<file path="src/srcg_consts.svh">
// Constants for the sector record check generator
`ifndef SRCG_CONSTS_SVH
`define SRCG_CONSTS_SVH

// ==========================================
// Check register
`define SRCG_CRC_PRESET 16'hFFFF
`define SRCG_CRC_ZERO 16'h0000
`define SRCG_CHECK_BITS 9'h010

// ==========================================
// Field sizes in bytes
`define SRCG_FM_FIELD 9'h080
`define SRCG_WIDE_FIELD 9'h100
`define SRCG_CHECK_BYTES 9'h002

// ==========================================
// Mark bytes and clock patterns
`define SRCG_MARK_NORMAL 8'hFB
`define SRCG_MARK_DELETED 8'hF8
`define SRCG_FM_MARK_CLOCK 8'hC7
`define SRCG_FM_PRE_BYTES 9'h006
`define SRCG_MFM_PRE_BYTES 9'h00C
`define SRCG_PRE_BYTE 8'h00
`define SRCG_PAD_BYTE 8'h00
`define SRCG_MFM_SYNC_BYTE 8'hA1
`define SRCG_MFM_SYNC_MASK 8'h04
`define SRCG_MFM_SYNC_COUNT 9'h003
`define SRCG_MFM_GAP_BYTE 8'h4E
`define SRCG_MFM_GAP_COUNT 9'h036
`define SRCG_NO_MASK 8'h00

// ==========================================
// Widths
`define SRCG_TRACK_W 7

`endif

</file>
<file path="src/srcg_pkg.sv">
// Types and helper functions for the sector record check generator
`default_nettype none
`include "srcg_consts.svh"

package srcg_pkg;

  // ==========================================
  // Controller states
  typedef enum logic [3:0] {
    ST_IDLE  = 4'h0,
    ST_PRE   = 4'h1,
    ST_SYNC  = 4'h2,
    ST_MARK  = 4'h3,
    ST_DATA  = 4'h4,
    ST_CHECK = 4'h5,
    ST_GAP   = 4'h6,
    ST_READ  = 4'h7,
    ST_DONE  = 4'h8
  } srcg_state_type;

  typedef logic [8:0] srcg_count_type;

  // ==========================================
  // Helpers
  // Track 0 side 0 stays FM even on double density media
  function automatic logic srcg_use_mfm(input logic dd,
                                        input logic [`SRCG_TRACK_W-1:0] trk,
                                        input logic side);
    return dd & ~((trk == '0) & ~side);
  endfunction : srcg_use_mfm

  function automatic srcg_count_type srcg_field_size(input logic mfm, input logic nine);
    return (mfm | nine) ? `SRCG_WIDE_FIELD : `SRCG_FM_FIELD;
  endfunction : srcg_field_size

  function automatic srcg_count_type srcg_inc(input srcg_count_type c);
    return 9'(c + 9'h001);
  endfunction : srcg_inc

endpackage : srcg_pkg

`default_nettype wire

</file>
<file path="src/srcg_core_if.sv">
// Internal carrier between controller, bit shifter and check register
`timescale 1ns/10ps
`default_nettype none

interface srcg_core_if;
  logic        ce;
  logic        shTick;
  logic        shLoad;
  logic        shSerIn;
  logic [7:0]  shByte;
  logic [7:0]  shMask;
  logic        shOut;
  logic        shMaskOut;
  logic        shDone;
  logic [7:0]  shCap;
  logic        crcTick;
  logic        crcPreset;
  logic        crcInhibit;
  logic        crcBit;
  logic [15:0] crcVal;

  modport ctrl (output ce, shTick, shLoad, shSerIn, shByte, shMask,
                output crcTick, crcPreset, crcInhibit, crcBit,
                input shOut, shMaskOut, shDone, shCap, crcVal);
  modport shf (input ce, shTick, shLoad, shSerIn, shByte, shMask,
               output shOut, shMaskOut, shDone, shCap);
  modport crc (input ce, crcTick, crcPreset, crcInhibit, crcBit,
               output crcVal);
endinterface : srcg_core_if

`default_nettype wire

</file>
<file path="src/srcg_record_ctrl.sv">
// Host record writer and checker for soft-sectored diskette data blocks
`timescale 1ns/10ps
`default_nettype none
`include "srcg_consts.svh"

module srcg_record_ctrl
  import srcg_pkg::*;
(
  input  wire logic                     ref_clk,
  input  wire logic                     reset,
  input  wire logic                     clkEn,
  input  wire logic                     bitTick,
  input  wire logic                     startWrite,
  input  wire logic                     startRead,
  input  wire logic                     doubleDensity,
  input  wire logic                     nineSector,
  input  wire logic [`SRCG_TRACK_W-1:0] trackNum,
  input  wire logic                     headSide,
  input  wire logic                     deletedMark,
  input  wire logic [7:0]               wrData,
  input  wire logic                     wrValid,
  input  wire logic                     wrFlush,
  output logic                          wrReady,
  input  wire logic                     rdBit,
  output logic                          wrGate,
  output logic                          wrBit,
  output logic                          wrClkMask,
  output logic                          encodingMfm,
  output logic [7:0]                    rdByte,
  output logic                          rdByteValid,
  output logic                          busy,
  output logic                          recDone,
  output logic                          crcOk,
  output logic                          deletedSeen,
  output logic                          markBad,
  output logic                          underrun
);

  // ==========================================
  // Declarations
  srcg_core_if cif ();

  srcg_state_type state_q;
  srcg_count_type cnt_q;
  srcg_count_type fieldSize_q;
  srcg_count_type fieldLast;
  srcg_count_type readLast;
  srcg_count_type preLast;
  logic           mfm_q;
  logic           deleted_q;
  logic           flush_q;
  logic           tick;
  logic           done;
  logic           take;
  logic           ldEn;
  logic [7:0]     ldByte;
  logic [7:0]     ldMask;
  logic           preset;
  logic [7:0]     markByte;
  logic [7:0]     markMask;
  logic [7:0]     dataByte;
  logic           writing;
  logic           crcActive;
  logic           startAny;
  logic           wrGate_q;
  logic           wrBit_q;
  logic           wrClkMask_q;
  logic [7:0]     rdByte_q;
  logic           rdByteValid_q;
  logic           recDone_q;
  logic           crcOk_q;
  logic           deletedSeen_q;
  logic           markBad_q;
  logic           underrun_q;

  // ==========================================
  // Submodules
  srcg_bit_shifter u_shifter (
    .ref_clk (ref_clk),
    .reset   (reset),
    .sif     (cif.shf)
  );

  srcg_check_reg u_check (
    .ref_clk (ref_clk),
    .reset   (reset),
    .cif     (cif.crc)
  );

  // ==========================================
  // Timing and derived sizes
  // One bit cell per tick; a low enable freezes everything
  assign tick      = clkEn & bitTick;
  assign done      = cif.shDone;
  assign startAny  = (state_q == ST_IDLE) & (startWrite | startRead);
  assign fieldLast = 9'(fieldSize_q - 9'h001);
  assign readLast  = 9'(fieldSize_q + `SRCG_CHECK_BYTES);
  assign preLast   = mfm_q ? 9'(`SRCG_MFM_PRE_BYTES - 9'h001)
                           : 9'(`SRCG_FM_PRE_BYTES - 9'h001);
  assign writing   = (state_q == ST_PRE) | (state_q == ST_SYNC) |
                     (state_q == ST_MARK) | (state_q == ST_DATA) |
                     (state_q == ST_CHECK) | (state_q == ST_GAP);
  assign crcActive = (state_q == ST_MARK) | (state_q == ST_DATA) |
                     (state_q == ST_CHECK) | (state_q == ST_READ);

  // Mark byte and its clock suppression mask
  assign markByte = deleted_q ? `SRCG_MARK_DELETED : `SRCG_MARK_NORMAL;
  assign markMask = mfm_q ? `SRCG_NO_MASK : ~`SRCG_FM_MARK_CLOCK;

  // Missing payload bytes go out as zero so the field keeps its length
  assign dataByte = wrValid ? wrData : `SRCG_PAD_BYTE;

  // ==========================================
  // Shifter and check register steering
  assign cif.ce         = clkEn;
  assign cif.shTick     = tick & (writing | (state_q == ST_READ)) & (state_q != ST_CHECK);
  assign cif.shLoad     = ldEn;
  assign cif.shByte     = ldByte;
  assign cif.shMask     = ldMask;
  assign cif.shSerIn    = (state_q == ST_READ) & rdBit;
  assign cif.crcTick    = tick & crcActive;
  assign cif.crcPreset  = preset;
  assign cif.crcInhibit = (state_q == ST_CHECK);
  assign cif.crcBit     = (state_q == ST_READ) ? rdBit : cif.shOut;

  // Byte handshake towards the payload source
  assign wrReady = take & wrValid;

  // ==========================================
  // Next byte selection for the shifter
  always_comb begin
    ldEn   = 1'b0;
    ldByte = `SRCG_PRE_BYTE;
    ldMask = `SRCG_NO_MASK;
    take   = 1'b0;
    preset = 1'b0;
    case (state_q)
      ST_IDLE: begin
        if (startWrite) begin
          ldEn = 1'b1;
        end else if (startRead) begin
          ldEn   = 1'b1;
          preset = 1'b1;
        end
      end
      ST_PRE: begin
        if (done) begin
          ldEn = 1'b1;
          if (cnt_q == preLast) begin
            if (mfm_q) begin
              ldByte = `SRCG_MFM_SYNC_BYTE;
              ldMask = `SRCG_MFM_SYNC_MASK;
            end else begin
              ldByte = markByte;
              ldMask = markMask;
              preset = 1'b1;
            end
          end
        end
      end
      ST_SYNC: begin
        if (done) begin
          ldEn = 1'b1;
          if (cnt_q == 9'(`SRCG_MFM_SYNC_COUNT - 9'h001)) begin
            ldByte = markByte;
            ldMask = markMask;
            preset = 1'b1;
          end else begin
            ldByte = `SRCG_MFM_SYNC_BYTE;
            ldMask = `SRCG_MFM_SYNC_MASK;
          end
        end
      end
      ST_MARK: begin
        if (done) begin
          ldEn   = 1'b1;
          take   = 1'b1;
          ldByte = dataByte;
        end
      end
      ST_DATA: begin
        if (done && cnt_q != fieldLast) begin
          ldEn   = 1'b1;
          take   = 1'b1;
          ldByte = dataByte;
        end
      end
      ST_CHECK: begin
        if (tick && mfm_q && cnt_q == 9'(`SRCG_CHECK_BITS - 9'h001)) begin
          ldEn   = 1'b1;
          ldByte = `SRCG_MFM_GAP_BYTE;
        end
      end
      ST_GAP: begin
        if (done && cnt_q != 9'(`SRCG_MFM_GAP_COUNT - 9'h001)) begin
          ldEn   = 1'b1;
          ldByte = `SRCG_MFM_GAP_BYTE;
        end
      end
      default: begin
        ldEn = 1'b0;
      end
    endcase
  end

  // ==========================================
  // Sequencer and its byte or bit counter
  always_ff @(posedge ref_clk) begin
    if (reset) begin
      state_q <= ST_IDLE;
      cnt_q   <= 9'h000;
    end else if (clkEn) begin
      case (state_q)
        ST_IDLE: begin
          cnt_q <= 9'h000;
          if (startWrite) begin
            state_q <= ST_PRE;
          end else if (startRead) begin
            state_q <= ST_READ;
          end
        end
        ST_PRE: begin
          if (done) begin
            if (cnt_q == preLast) begin
              state_q <= mfm_q ? ST_SYNC : ST_MARK;
              cnt_q   <= 9'h000;
            end else begin
              cnt_q <= srcg_inc(cnt_q);
            end
          end
        end
        ST_SYNC: begin
          if (done) begin
            if (cnt_q == 9'(`SRCG_MFM_SYNC_COUNT - 9'h001)) begin
              state_q <= ST_MARK;
              cnt_q   <= 9'h000;
            end else begin
              cnt_q <= srcg_inc(cnt_q);
            end
          end
        end
        ST_MARK: begin
          if (done) begin
            state_q <= ST_DATA;
          end
        end
        ST_DATA: begin
          if (done) begin
            if (cnt_q == fieldLast) begin
              state_q <= ST_CHECK;
              cnt_q   <= 9'h000;
            end else begin
              cnt_q <= srcg_inc(cnt_q);
            end
          end
        end
        ST_CHECK: begin
          if (tick) begin
            if (cnt_q == 9'(`SRCG_CHECK_BITS - 9'h001)) begin
              state_q <= mfm_q ? ST_GAP : ST_DONE;
              cnt_q   <= 9'h000;
            end else begin
              cnt_q <= srcg_inc(cnt_q);
            end
          end
        end
        ST_GAP: begin
          if (done) begin
            if (cnt_q == 9'(`SRCG_MFM_GAP_COUNT - 9'h001)) begin
              state_q <= ST_DONE;
            end else begin
              cnt_q <= srcg_inc(cnt_q);
            end
          end
        end
        ST_READ: begin
          if (done) begin
            if (cnt_q == readLast) begin
              state_q <= ST_DONE;
            end else begin
              cnt_q <= srcg_inc(cnt_q);
            end
          end
        end
        default: begin
          state_q <= ST_IDLE;
        end
      endcase
    end
  end

  // ==========================================
  // Record format, caught at start and held for the whole record
  always_ff @(posedge ref_clk) begin
    if (reset) begin
      mfm_q       <= 1'b0;
      fieldSize_q <= `SRCG_FM_FIELD;
      deleted_q   <= 1'b0;
    end else if (clkEn && startAny) begin
      mfm_q       <= srcg_use_mfm(doubleDensity, trackNum, headSide);
      fieldSize_q <= srcg_field_size(srcg_use_mfm(doubleDensity, trackNum, headSide),
                                     nineSector);
      deleted_q   <= deletedMark;
    end
  end

  // ==========================================
  // Write channel: one bit cell per tick, check bits straight from stage 15
  always_ff @(posedge ref_clk) begin
    if (reset) begin
      wrGate_q    <= 1'b0;
      wrBit_q     <= 1'b0;
      wrClkMask_q <= 1'b0;
    end else if (clkEn) begin
      wrGate_q <= writing;
      if (tick && writing) begin
        wrBit_q     <= (state_q == ST_CHECK) ? cif.crcVal[15] : cif.shOut;
        wrClkMask_q <= (state_q == ST_CHECK) ? 1'b0 : cif.shMaskOut;
      end else if (!writing) begin
        wrBit_q     <= 1'b0;
        wrClkMask_q <= 1'b0;
      end
    end
  end

  // Padding request is sticky; a request arriving with the start still counts
  always_ff @(posedge ref_clk) begin
    if (reset) begin
      flush_q    <= 1'b0;
      underrun_q <= 1'b0;
    end else if (clkEn) begin
      flush_q <= startAny ? wrFlush : (flush_q | wrFlush);
      if (startAny) begin
        underrun_q <= 1'b0;
      end else if (take && !wrValid && !flush_q && !wrFlush) begin
        underrun_q <= 1'b1;
      end
    end
  end

  // ==========================================
  // Read results; the remainder is judged after the last check bit
  always_ff @(posedge ref_clk) begin
    if (reset) begin
      rdByte_q      <= 8'h00;
      rdByteValid_q <= 1'b0;
      recDone_q     <= 1'b0;
      crcOk_q       <= 1'b0;
      deletedSeen_q <= 1'b0;
      markBad_q     <= 1'b0;
    end else if (clkEn) begin
      rdByteValid_q <= 1'b0;
      recDone_q     <= (state_q == ST_DONE);
      if (startAny) begin
        crcOk_q       <= 1'b0;
        deletedSeen_q <= 1'b0;
        markBad_q     <= 1'b0;
      end
      if (state_q == ST_READ && done) begin
        rdByte_q      <= cif.shCap;
        rdByteValid_q <= 1'b1;
        if (cnt_q == 9'h000) begin
          deletedSeen_q <= (cif.shCap == `SRCG_MARK_DELETED);
          markBad_q     <= (cif.shCap != `SRCG_MARK_DELETED) &&
                           (cif.shCap != `SRCG_MARK_NORMAL);
        end
      end
      if (state_q == ST_DONE && !wrGate_q) begin
        crcOk_q <= (cif.crcVal == `SRCG_CRC_ZERO);
      end
    end
  end

  // ==========================================
  // Outputs
  assign wrGate      = wrGate_q;
  assign wrBit       = wrBit_q;
  assign wrClkMask   = wrClkMask_q;
  assign encodingMfm = mfm_q;
  assign rdByte      = rdByte_q;
  assign rdByteValid = rdByteValid_q;
  assign busy        = (state_q != ST_IDLE);
  assign recDone     = recDone_q;
  assign crcOk       = crcOk_q;
  assign deletedSeen = deletedSeen_q;
  assign markBad     = markBad_q;
  assign underrun    = underrun_q;

endmodule : srcg_record_ctrl

`default_nettype wire

</file>
<file path="src/srcg_check_reg.sv">
// Sixteen stage serial record check register
`timescale 1ns/10ps
`default_nettype none

module srcg_check_reg
  import srcg_pkg::*;
(
  input wire logic ref_clk,
  input wire logic reset,
  srcg_core_if.crc cif
);

  logic [15:0] crc_q;
  logic [15:0] crc_d;
  logic        feedback;

  // ==========================================
  // Feedback network; inhibit turns it into a plain shifter
  always_comb begin
    feedback = cif.crcInhibit ? 1'b0 : (cif.crcBit ^ crc_q[15]);
    crc_d = {crc_q[14:12], crc_q[11] ^ feedback, crc_q[10:5],
             crc_q[4] ^ feedback, crc_q[3:0], feedback};
  end

  // Preset beats a shift so a record always starts from all ones
  always_ff @(posedge ref_clk) begin
    if (reset) begin
      crc_q <= `SRCG_CRC_PRESET;
    end else if (cif.ce) begin
      if (cif.crcPreset) begin
        crc_q <= `SRCG_CRC_PRESET;
      end else if (cif.crcTick) begin
        crc_q <= crc_d;
      end
    end
  end

  assign cif.crcVal = crc_q;

endmodule : srcg_check_reg

`default_nettype wire

</file>
<file path="src/srcg_bit_shifter.sv">
// Byte to bit serialiser and bit to byte collector, MSB first
`timescale 1ns/10ps
`default_nettype none

module srcg_bit_shifter
  import srcg_pkg::*;
(
  input wire logic ref_clk,
  input wire logic reset,
  srcg_core_if.shf sif
);

  logic [7:0] data_q;
  logic [7:0] mask_q;
  logic [2:0] bit_q;

  // ==========================================
  // Outputs; done fires on the tick that moves the eighth bit
  assign sif.shOut     = data_q[7];
  assign sif.shMaskOut = mask_q[7];
  assign sif.shDone    = sif.shTick & (bit_q == 3'h7);
  assign sif.shCap     = {data_q[6:0], sif.shSerIn};

  // Load wins over a tick so the next byte follows without a gap
  always_ff @(posedge ref_clk) begin
    if (reset) begin
      data_q <= 8'h00;
      mask_q <= 8'h00;
      bit_q  <= 3'h0;
    end else if (sif.ce) begin
      if (sif.shLoad) begin
        data_q <= sif.shByte;
        mask_q <= sif.shMask;
        bit_q  <= 3'h0;
      end else if (sif.shTick) begin
        data_q <= {data_q[6:0], sif.shSerIn};
        mask_q <= {mask_q[6:0], 1'b0};
        bit_q  <= 3'(bit_q + 3'h1);
      end
    end
  end

endmodule : srcg_bit_shifter

`default_nettype wire

</file>
<file path="config.mk">
export PLATFORM = sky130hd
export DESIGN_NAME = srcg_record_ctrl
export DESIGN_NICKNAME = d
export VERILOG_FILES = /design/src/srcg_pkg.sv /design/src/srcg_core_if.sv /design/src/srcg_record_ctrl.sv /design/src/srcg_check_reg.sv /design/src/srcg_bit_shifter.sv
export VERILOG_INCLUDE_DIRS = /design/src
export SDC_FILE = /design/constraint.sdc
export NUM_CORES = 1
export LEC_CHECK = 0
export ABC_AREA = 1
export BUFFER_PORTS_ARGS = -buffer_cell sky130_fd_sc_hd__buf_2
export CAP_MARGIN = 40
export CORE_ASPECT_RATIO = 0.8
export CORE_MARGIN = 2
export CORE_UTILIZATION = 43
export DETAILED_ROUTE_END_ITERATION = 10
export HOLD_SLACK_MARGIN = 0.06
export SKIP_LAST_GASP = 1
export SYNTH_ARGS = -nofsm -noshare
export SYNTH_HDL_FRONTEND = slang
export SYNTH_SLANG_ARGS = --single-unit
</file>
<file path="constraint.sdc">
create_clock -name ref_clk -period 4.15 [get_ports ref_clk]
set_clock_uncertainty 0.2 [all_clocks]
set_input_delay 0.83 -clock ref_clk [delete_from_list [all_inputs] [get_ports ref_clk]]
set_output_delay 0.83 -clock ref_clk [all_outputs]
set_load 0.02 [all_outputs]
</file>
; ---- Word-level counts from Yosys, hierarchy flattened
; Cells that the tools add are included.
[word_totals]
ff_bits = 77
latchBits = 0
ramBits = 0
mem_bits_ro = 0
inputBits = 28
out_inout_bits = 20
elab_cells = 218
mem_count = 0
[classes]
n_addsub = 4
mul = 0
div = 0
magnitude_cmp = 0
eq_ne = 38
n_shift = 0
n_mux = 94
bitwise = 27
reduce_logical = 35
[op_table]
columns = operator, n
row1 = 2-to-1 mux 9 bit, 13
row2 = 2-to-1 mux 8 bit, 10
row3 = 2-to-1 mux 4 bit, 17
row4 = case mux 9 bit (7 select lines), 1
row5 = case mux 8 bit (6 select lines), 1
row6 = 2-to-1 mux 6 bit, 6
row7 = 2-to-1 mux 1 bit, 32
row8 = 2-to-1 mux 16 bit, 2
row9 = case mux 4 bit (8 select lines), 1
row10 = 2-to-1 mux 7 bit, 4
row11 = "!= test 2 bit, second input constant", 11
row12 = == test 9 bit, 2
row13 = "== test 4 x 3 -> 1 bit, second input constant", 4
row14 = logical NOT 16 bit, 1
row15 = "!= test 8 bit, second input constant", 2
row16 = AND reduction 15 bit, 1
row17 = logical AND 1 bit, 12
row18 = bitwise OR 1 bit, 12
row19 = case mux 6 bit (2 select lines), 1
row20 = AND reduction 2 bit, 6
row21 = AND 1 bit, 10
row22 = "!= test 2 x 1 -> 1 bit, second input constant", 5
row23 = AND reduction 10 bit, 1
row24 = "adder 9 x 1 -> 9 bit, second input constant", 1
row25 = other kinds (31), 42

; ---- Longest topological paths before layout
[logic_depth]
ltp_word = 18
ltp_mapped = 16
mapped_depth_nobuf = 15

; ---- Hierarchy
; A second synthesis with hierarchy kept.
[unflattened]
hier_cells = 692
hier_area_um2 = 4306.6
[modules_own_cells]
columns = module, n_inst, cells_per_inst, area_per_inst_um2, seq_area_each_um2
row1 = srcg_record_ctrl, 1, 431, 2556.2, 700.7
row2 = srcg_bit_shifter, 1, 177, 1091.0, 380.4
row3 = srcg_check_reg, 1, 84, 659.4, 320.3

; ---- Worst setup path before layout
; Ideal clock, no wire load.
[synth_timing]
kind = input -> output
startpoint = input bitTick
endpoint = output wrReady
t_arrival_ns = 1.771
required_time_ns = 3.120
setup_slack_ns = 1.349
cell_stages = 6
path_buffers = 0
path_cell_list = nand2_2 > nor2_4 > nand3_4 > a21oi_1 > inv_1 > nor2_1
[synth_between]
elab_chain_cells = 8
elab_cells_between_ends = 9
classes_between = 3 x mux / 5 x bitwise / 1 x reduce/logical
[synth_rtl]
columns = element, line
row1 = from (decl), srcg_record_ctrl.sv:12  ; input wire logic bitTick,
row2 = AND 1 bit (*), srcg_record_ctrl.sv:93  ; assign tick = clkEn & bitTick;
row3 = AND 1 bit (*) (2 in series), srcg_record_ctrl.sv:116  ; assign cif.shTick = tick & (writing | (state_q == ST_READ)) & (state_q != ST_CHECK);
row4 = AND 1 bit (*), srcg_bit_shifter.sv:21  ; assign sif.shDone = sif.shTick & (bit_q == 3'h7);
row5 = logical AND 1 bit, srcg_record_ctrl.sv:182  ; if (done && cnt_q != fieldLast) begin
row6 = 2-to-1 mux 1 bit, srcg_record_ctrl.sv:182
row7 = case mux 1 bit (2 select lines) (*), srcg_record_ctrl.sv:137  ; case (state_q)
row8 = AND 1 bit (*), srcg_record_ctrl.sv:127  ; assign wrReady = take & wrValid;
row9 = to (decl), srcg_record_ctrl.sv:23  ; output logic wrReady,
; Mark *: on every way between the ends. The rest lies on a longest branch, timed or not.

; ---- Final worst setup path
[layout_timing]
startpoint = register cnt_q[1]
endpoint = output wrReady
[layout_between]
elab_chain_cells = 5
[layout_rtl]
columns = element, line
row1 = from (decl), srcg_record_ctrl.sv:44  ; srcg_count_type cnt_q;
row2 = from (signal assigned), srcg_record_ctrl.sv:228  ; cnt_q <= srcg_inc(cnt_q);
row3 = from (signal assigned), srcg_record_ctrl.sv:238  ; cnt_q <= srcg_inc(cnt_q);
row4 = from (signal assigned), srcg_record_ctrl.sv:253  ; cnt_q <= srcg_inc(cnt_q);
row5 = != test 9 bit, srcg_record_ctrl.sv:182
row6 = logical AND 1 bit, srcg_record_ctrl.sv:182
row7 = 2-to-1 mux 1 bit, srcg_record_ctrl.sv:182
row8 = case mux 1 bit (2 select lines), srcg_record_ctrl.sv:137
row9 = AND 1 bit, srcg_record_ctrl.sv:127
; Every way passes these cells.

==> impl_metrics.json <==
{
  "drv_cap": 0,
  "fin_tns_setup_ns": 0,
  "first_pass_iters": 5,
  "seqPwrFrac_pct": 28.3,
  "gr-total-overflow": 0,
  "reg2reg_from": "cnt_q[0]",
  "fillCellCount": 1056,
  "yosysUniqueCellTypes": 40,
  "initial_core_util_pct": 44.7,
  "max_slew_margin_pct": 60.6,
  "pwr-share-clk_pct": 24.0,
  "clk_pin_slew_ns": 0.06,
  "critical-path-slowest-cell": "dfxtp_1",
  "final-setup-viol-count": 0,
  "antenna_found_initial": 0,
  "io_buffers": 47,
  "grt_max_degree": 43,
  "rr_worst_depth": 10,
  "required_ns": 3.12,
  "synth_area_mm2": 0.00435,
  "syn_avg_cell_area_um2": 6.08,
  "hp-class": "reg2reg",
  "wl_per_cell_um": 14.4,
  "crit-reg2reg-capture": "u_check.cif.crcVal[11]",
  "yosysWarningCount": 0,
  "dpl.cell_count": 879,
  "nNetsFinal": 788,
  "cp_max_fo": 6,
  "design_area_mm2": 0.00497,
  "swShare_pct": 47.3,
  "synthCells": 716,
  "p_comb_share_pct": 47.7,
  "synthesis.nets": 750,
  "max_freq_mhz": 302,
  "mostFrequentLayoutCell": "nand2_1",
  "hold_depth": 2,
  "placed_area_mm2": 0.00467,
  "min_period_ns": 3.31,
  "clock_path_buffers": 2,
  "leakagePower_nw": 2.63,
  "hp-start": "u_check.cif.crcVal[1]",
  "hold-path-endpoint": "u_check.cif.crcVal[1]",
  "cts_root_buf": "clkbuf_16",
  "irDropWorstVdd_uv": 244,
  "dieArea_mm2": 0.0109,
  "internal_power_mw": 1.73,
  "vias": 4642,
  "critPathBufInv": 2,
  "drt.antenna.violating_nets": 0,
  "start_kind": "register",
  "drc": 0,
  "worstSkewPairLatency_ns": 0.34,
  "die_y_um": 94.0,
  "final_core_util_pct": 51.1,
  "hold_violations": 0,
  "ios": 48,
  "critPathMaxStageDelay_ns": 0.44,
  "grt_pass1_wl_um": 21300,
  "num_rows": 32,
  "drt-initial-drc-count": 426,
  "path_delay_family": "simple AND/OR/NAND/NOR gates",
  "cts_max_level": 3,
  "cts_num_sinks": 68,
  "run_status": "finished, final reports clean",
  "crit_path_cell_trace": "ha_1 > nand3_1 > nor3_2 > nand3_2 > nand2_1 > a21oi_1 > inv_1 > nor2_1 > buf_2",
  "layout_common_cells": "171 x nand2_1, 122 x nand3_1, 100 x nor2_1",
  "slew_viol_final": 0,
  "tightest_slew_ns": 0.585,
  "path_class": "reg2out",
  "min_period_over_period_pct": 79.8,
  "cts_buffers": 9,
  "grt_pass1_vias": 4282,
  "final_cells": 895,
  "yosysSeqAreaShare_pct": 31.3,
  "post_cts_buffers": 0,
  "cts_hold_buf": 0,
  "via_per_inst": 5.19,
  "routabilityCongestion": 0.901,
  "power_density_mw_per_mm2": 662,
  "post-place-ws_ns": 1.09,
  "coreArea_mm2": 0.00973,
  "crit_path_end_kind": "output pin",
  "rsz0062_at_grt": "false",
  "cp.arrival_ns": 2.28,
  "rrSetupSlack_ns": 1.31,
  "diodes": 0,
  "finalWorstSetupSlack_ns": 0.840,
  "dp_hpwl_um": 9600,
  "grt_usage_pct": 25.3,
  "p_switching_mw": 1.55,
  "wirelength_um": 12900,
  "layout-drive-gt1-share_pct": 11.6,
  "tritoncts": "done",
  "synth-seq-cells": 68,
  "die_w_um": 116,
  "synthToLayoutAreaGrowth_pct": 14.1,
  "post_cts_resized": 0
}
[tightest hold or removal path, delay by kind of cell, from the launching register on]
| family | cells | cell delay (ns) |
|---|---|---|
| and+or+nand+nor | 2 | 0.10 |
| DFF | 1 | 0.32 |
[area by class of cell]
cell class	count	area, µm²	share of cell area [%]
repair buffers	52	273	5.49
well taps	136	170	3.43
inverters	104	395	7.96
flip-flops and latches	68	1360	27.4
clock inverters	7	73.8	1.49
multi-input cells	519	2470	49.7
clock buffers	9	225	4.53
[sequential cells by signal (all words and copies together) (netlist names), 2 cells and up]
name and flops:
u_shifter.mask_q 6, rdByte 8, fieldSize_q 2, state_q 4, u_shifter.data_q 8, u_shifter.bit_q 3
u_check.cif.crcVal 16, cnt_q 9
[worst max path at each step]
stage	startpoint	endpoint	slack, ns	depth (start not counted)
3_3_place_gp	bitTick	wrReady	1.10	8
5_1_grt	cnt_q[0]	wrReady	0.65	9
3_5_place_dp	bitTick	wrReady	1.09	8
6_report	cnt_q[1]	wrReady	0.84	9
4_1_cts	cnt_q[0]	wrReady	0.87	9
2_1_floorplan	bitTick	wrReady	1.35	6
[stage by stage]
| step | total power, mW | hold slack, ns |
|---|---|---|
| after floorplan | 2.12 | 0.229 |
| after global placement | 2.47 | 0.238 |
| after detailed placement | 2.48 | 0.243 |
| after CTS | 3.28 | 0.258 |
| after global routing | 3.58 | 0.276 |
| final | 3.29 | 0.254 |
[cells by family (layout without fill, tap and decap cells)]
logic type,Yosys count,after routing,share of synthesized area (%)
AOI/OAI and AO/OA,73,73,8.86
xor gates and xnor gates,4,4,0.805
adders and majority gates,6,6,1.73
buffers and inverters,129,172,12.0
DFF,68,68,31.3
and+or+nand+nor,436,436,45.3
[per-layer routing]
layer	GRT usage, %	wire (µm)	share of wire (%)	vias up
li1	-	-	-	2371
met2	36.3	5280	41	178
met4	7.44	178	1.4	0
met5	0	0	0	-
met1	38.0	6550	51	2079
met3	4.90	920	7.1	14
[cells in the mapped netlist, drive strengths merged]
cell type  instances  area (µm²)
nand2            176         683
nand3            126         673
nor2             105         422
inv               99         372
dfxtp             68        1360
o21ai             38         190
a21oi             29         149
nand4             16         115
buf               13        80.1
clkbuf            12        46.3
nor3               7        40.0
ha                 6        75.1
clkinv             5        23.8
xor2               3        26.3
nor3b              2        15.0
nor4               2        12.5
or2                2        12.5
a22oi              1        7.51
o2111ai            1        8.76
o211ai             1        7.51
o22ai              1        6.26
o31ai              1        7.51
o32ai              1        8.76
xnor2              1        8.76
[power groups by stage]
stage / Clock, mW / Combinational (mW) / Sequential (mW)
after floorplan: 0 / 1.22 / 0.904
after global placement: 0 / 1.53 / 0.936
after detailed placement: 0 / 1.54 / 0.937
after CTS: 0.802 / 1.56 / 0.926
after global routing: 0.834 / 1.79 / 0.950
final: 0.789 / 1.57 / 0.929
No activity file was read; power rests on OpenSTA's default activity.
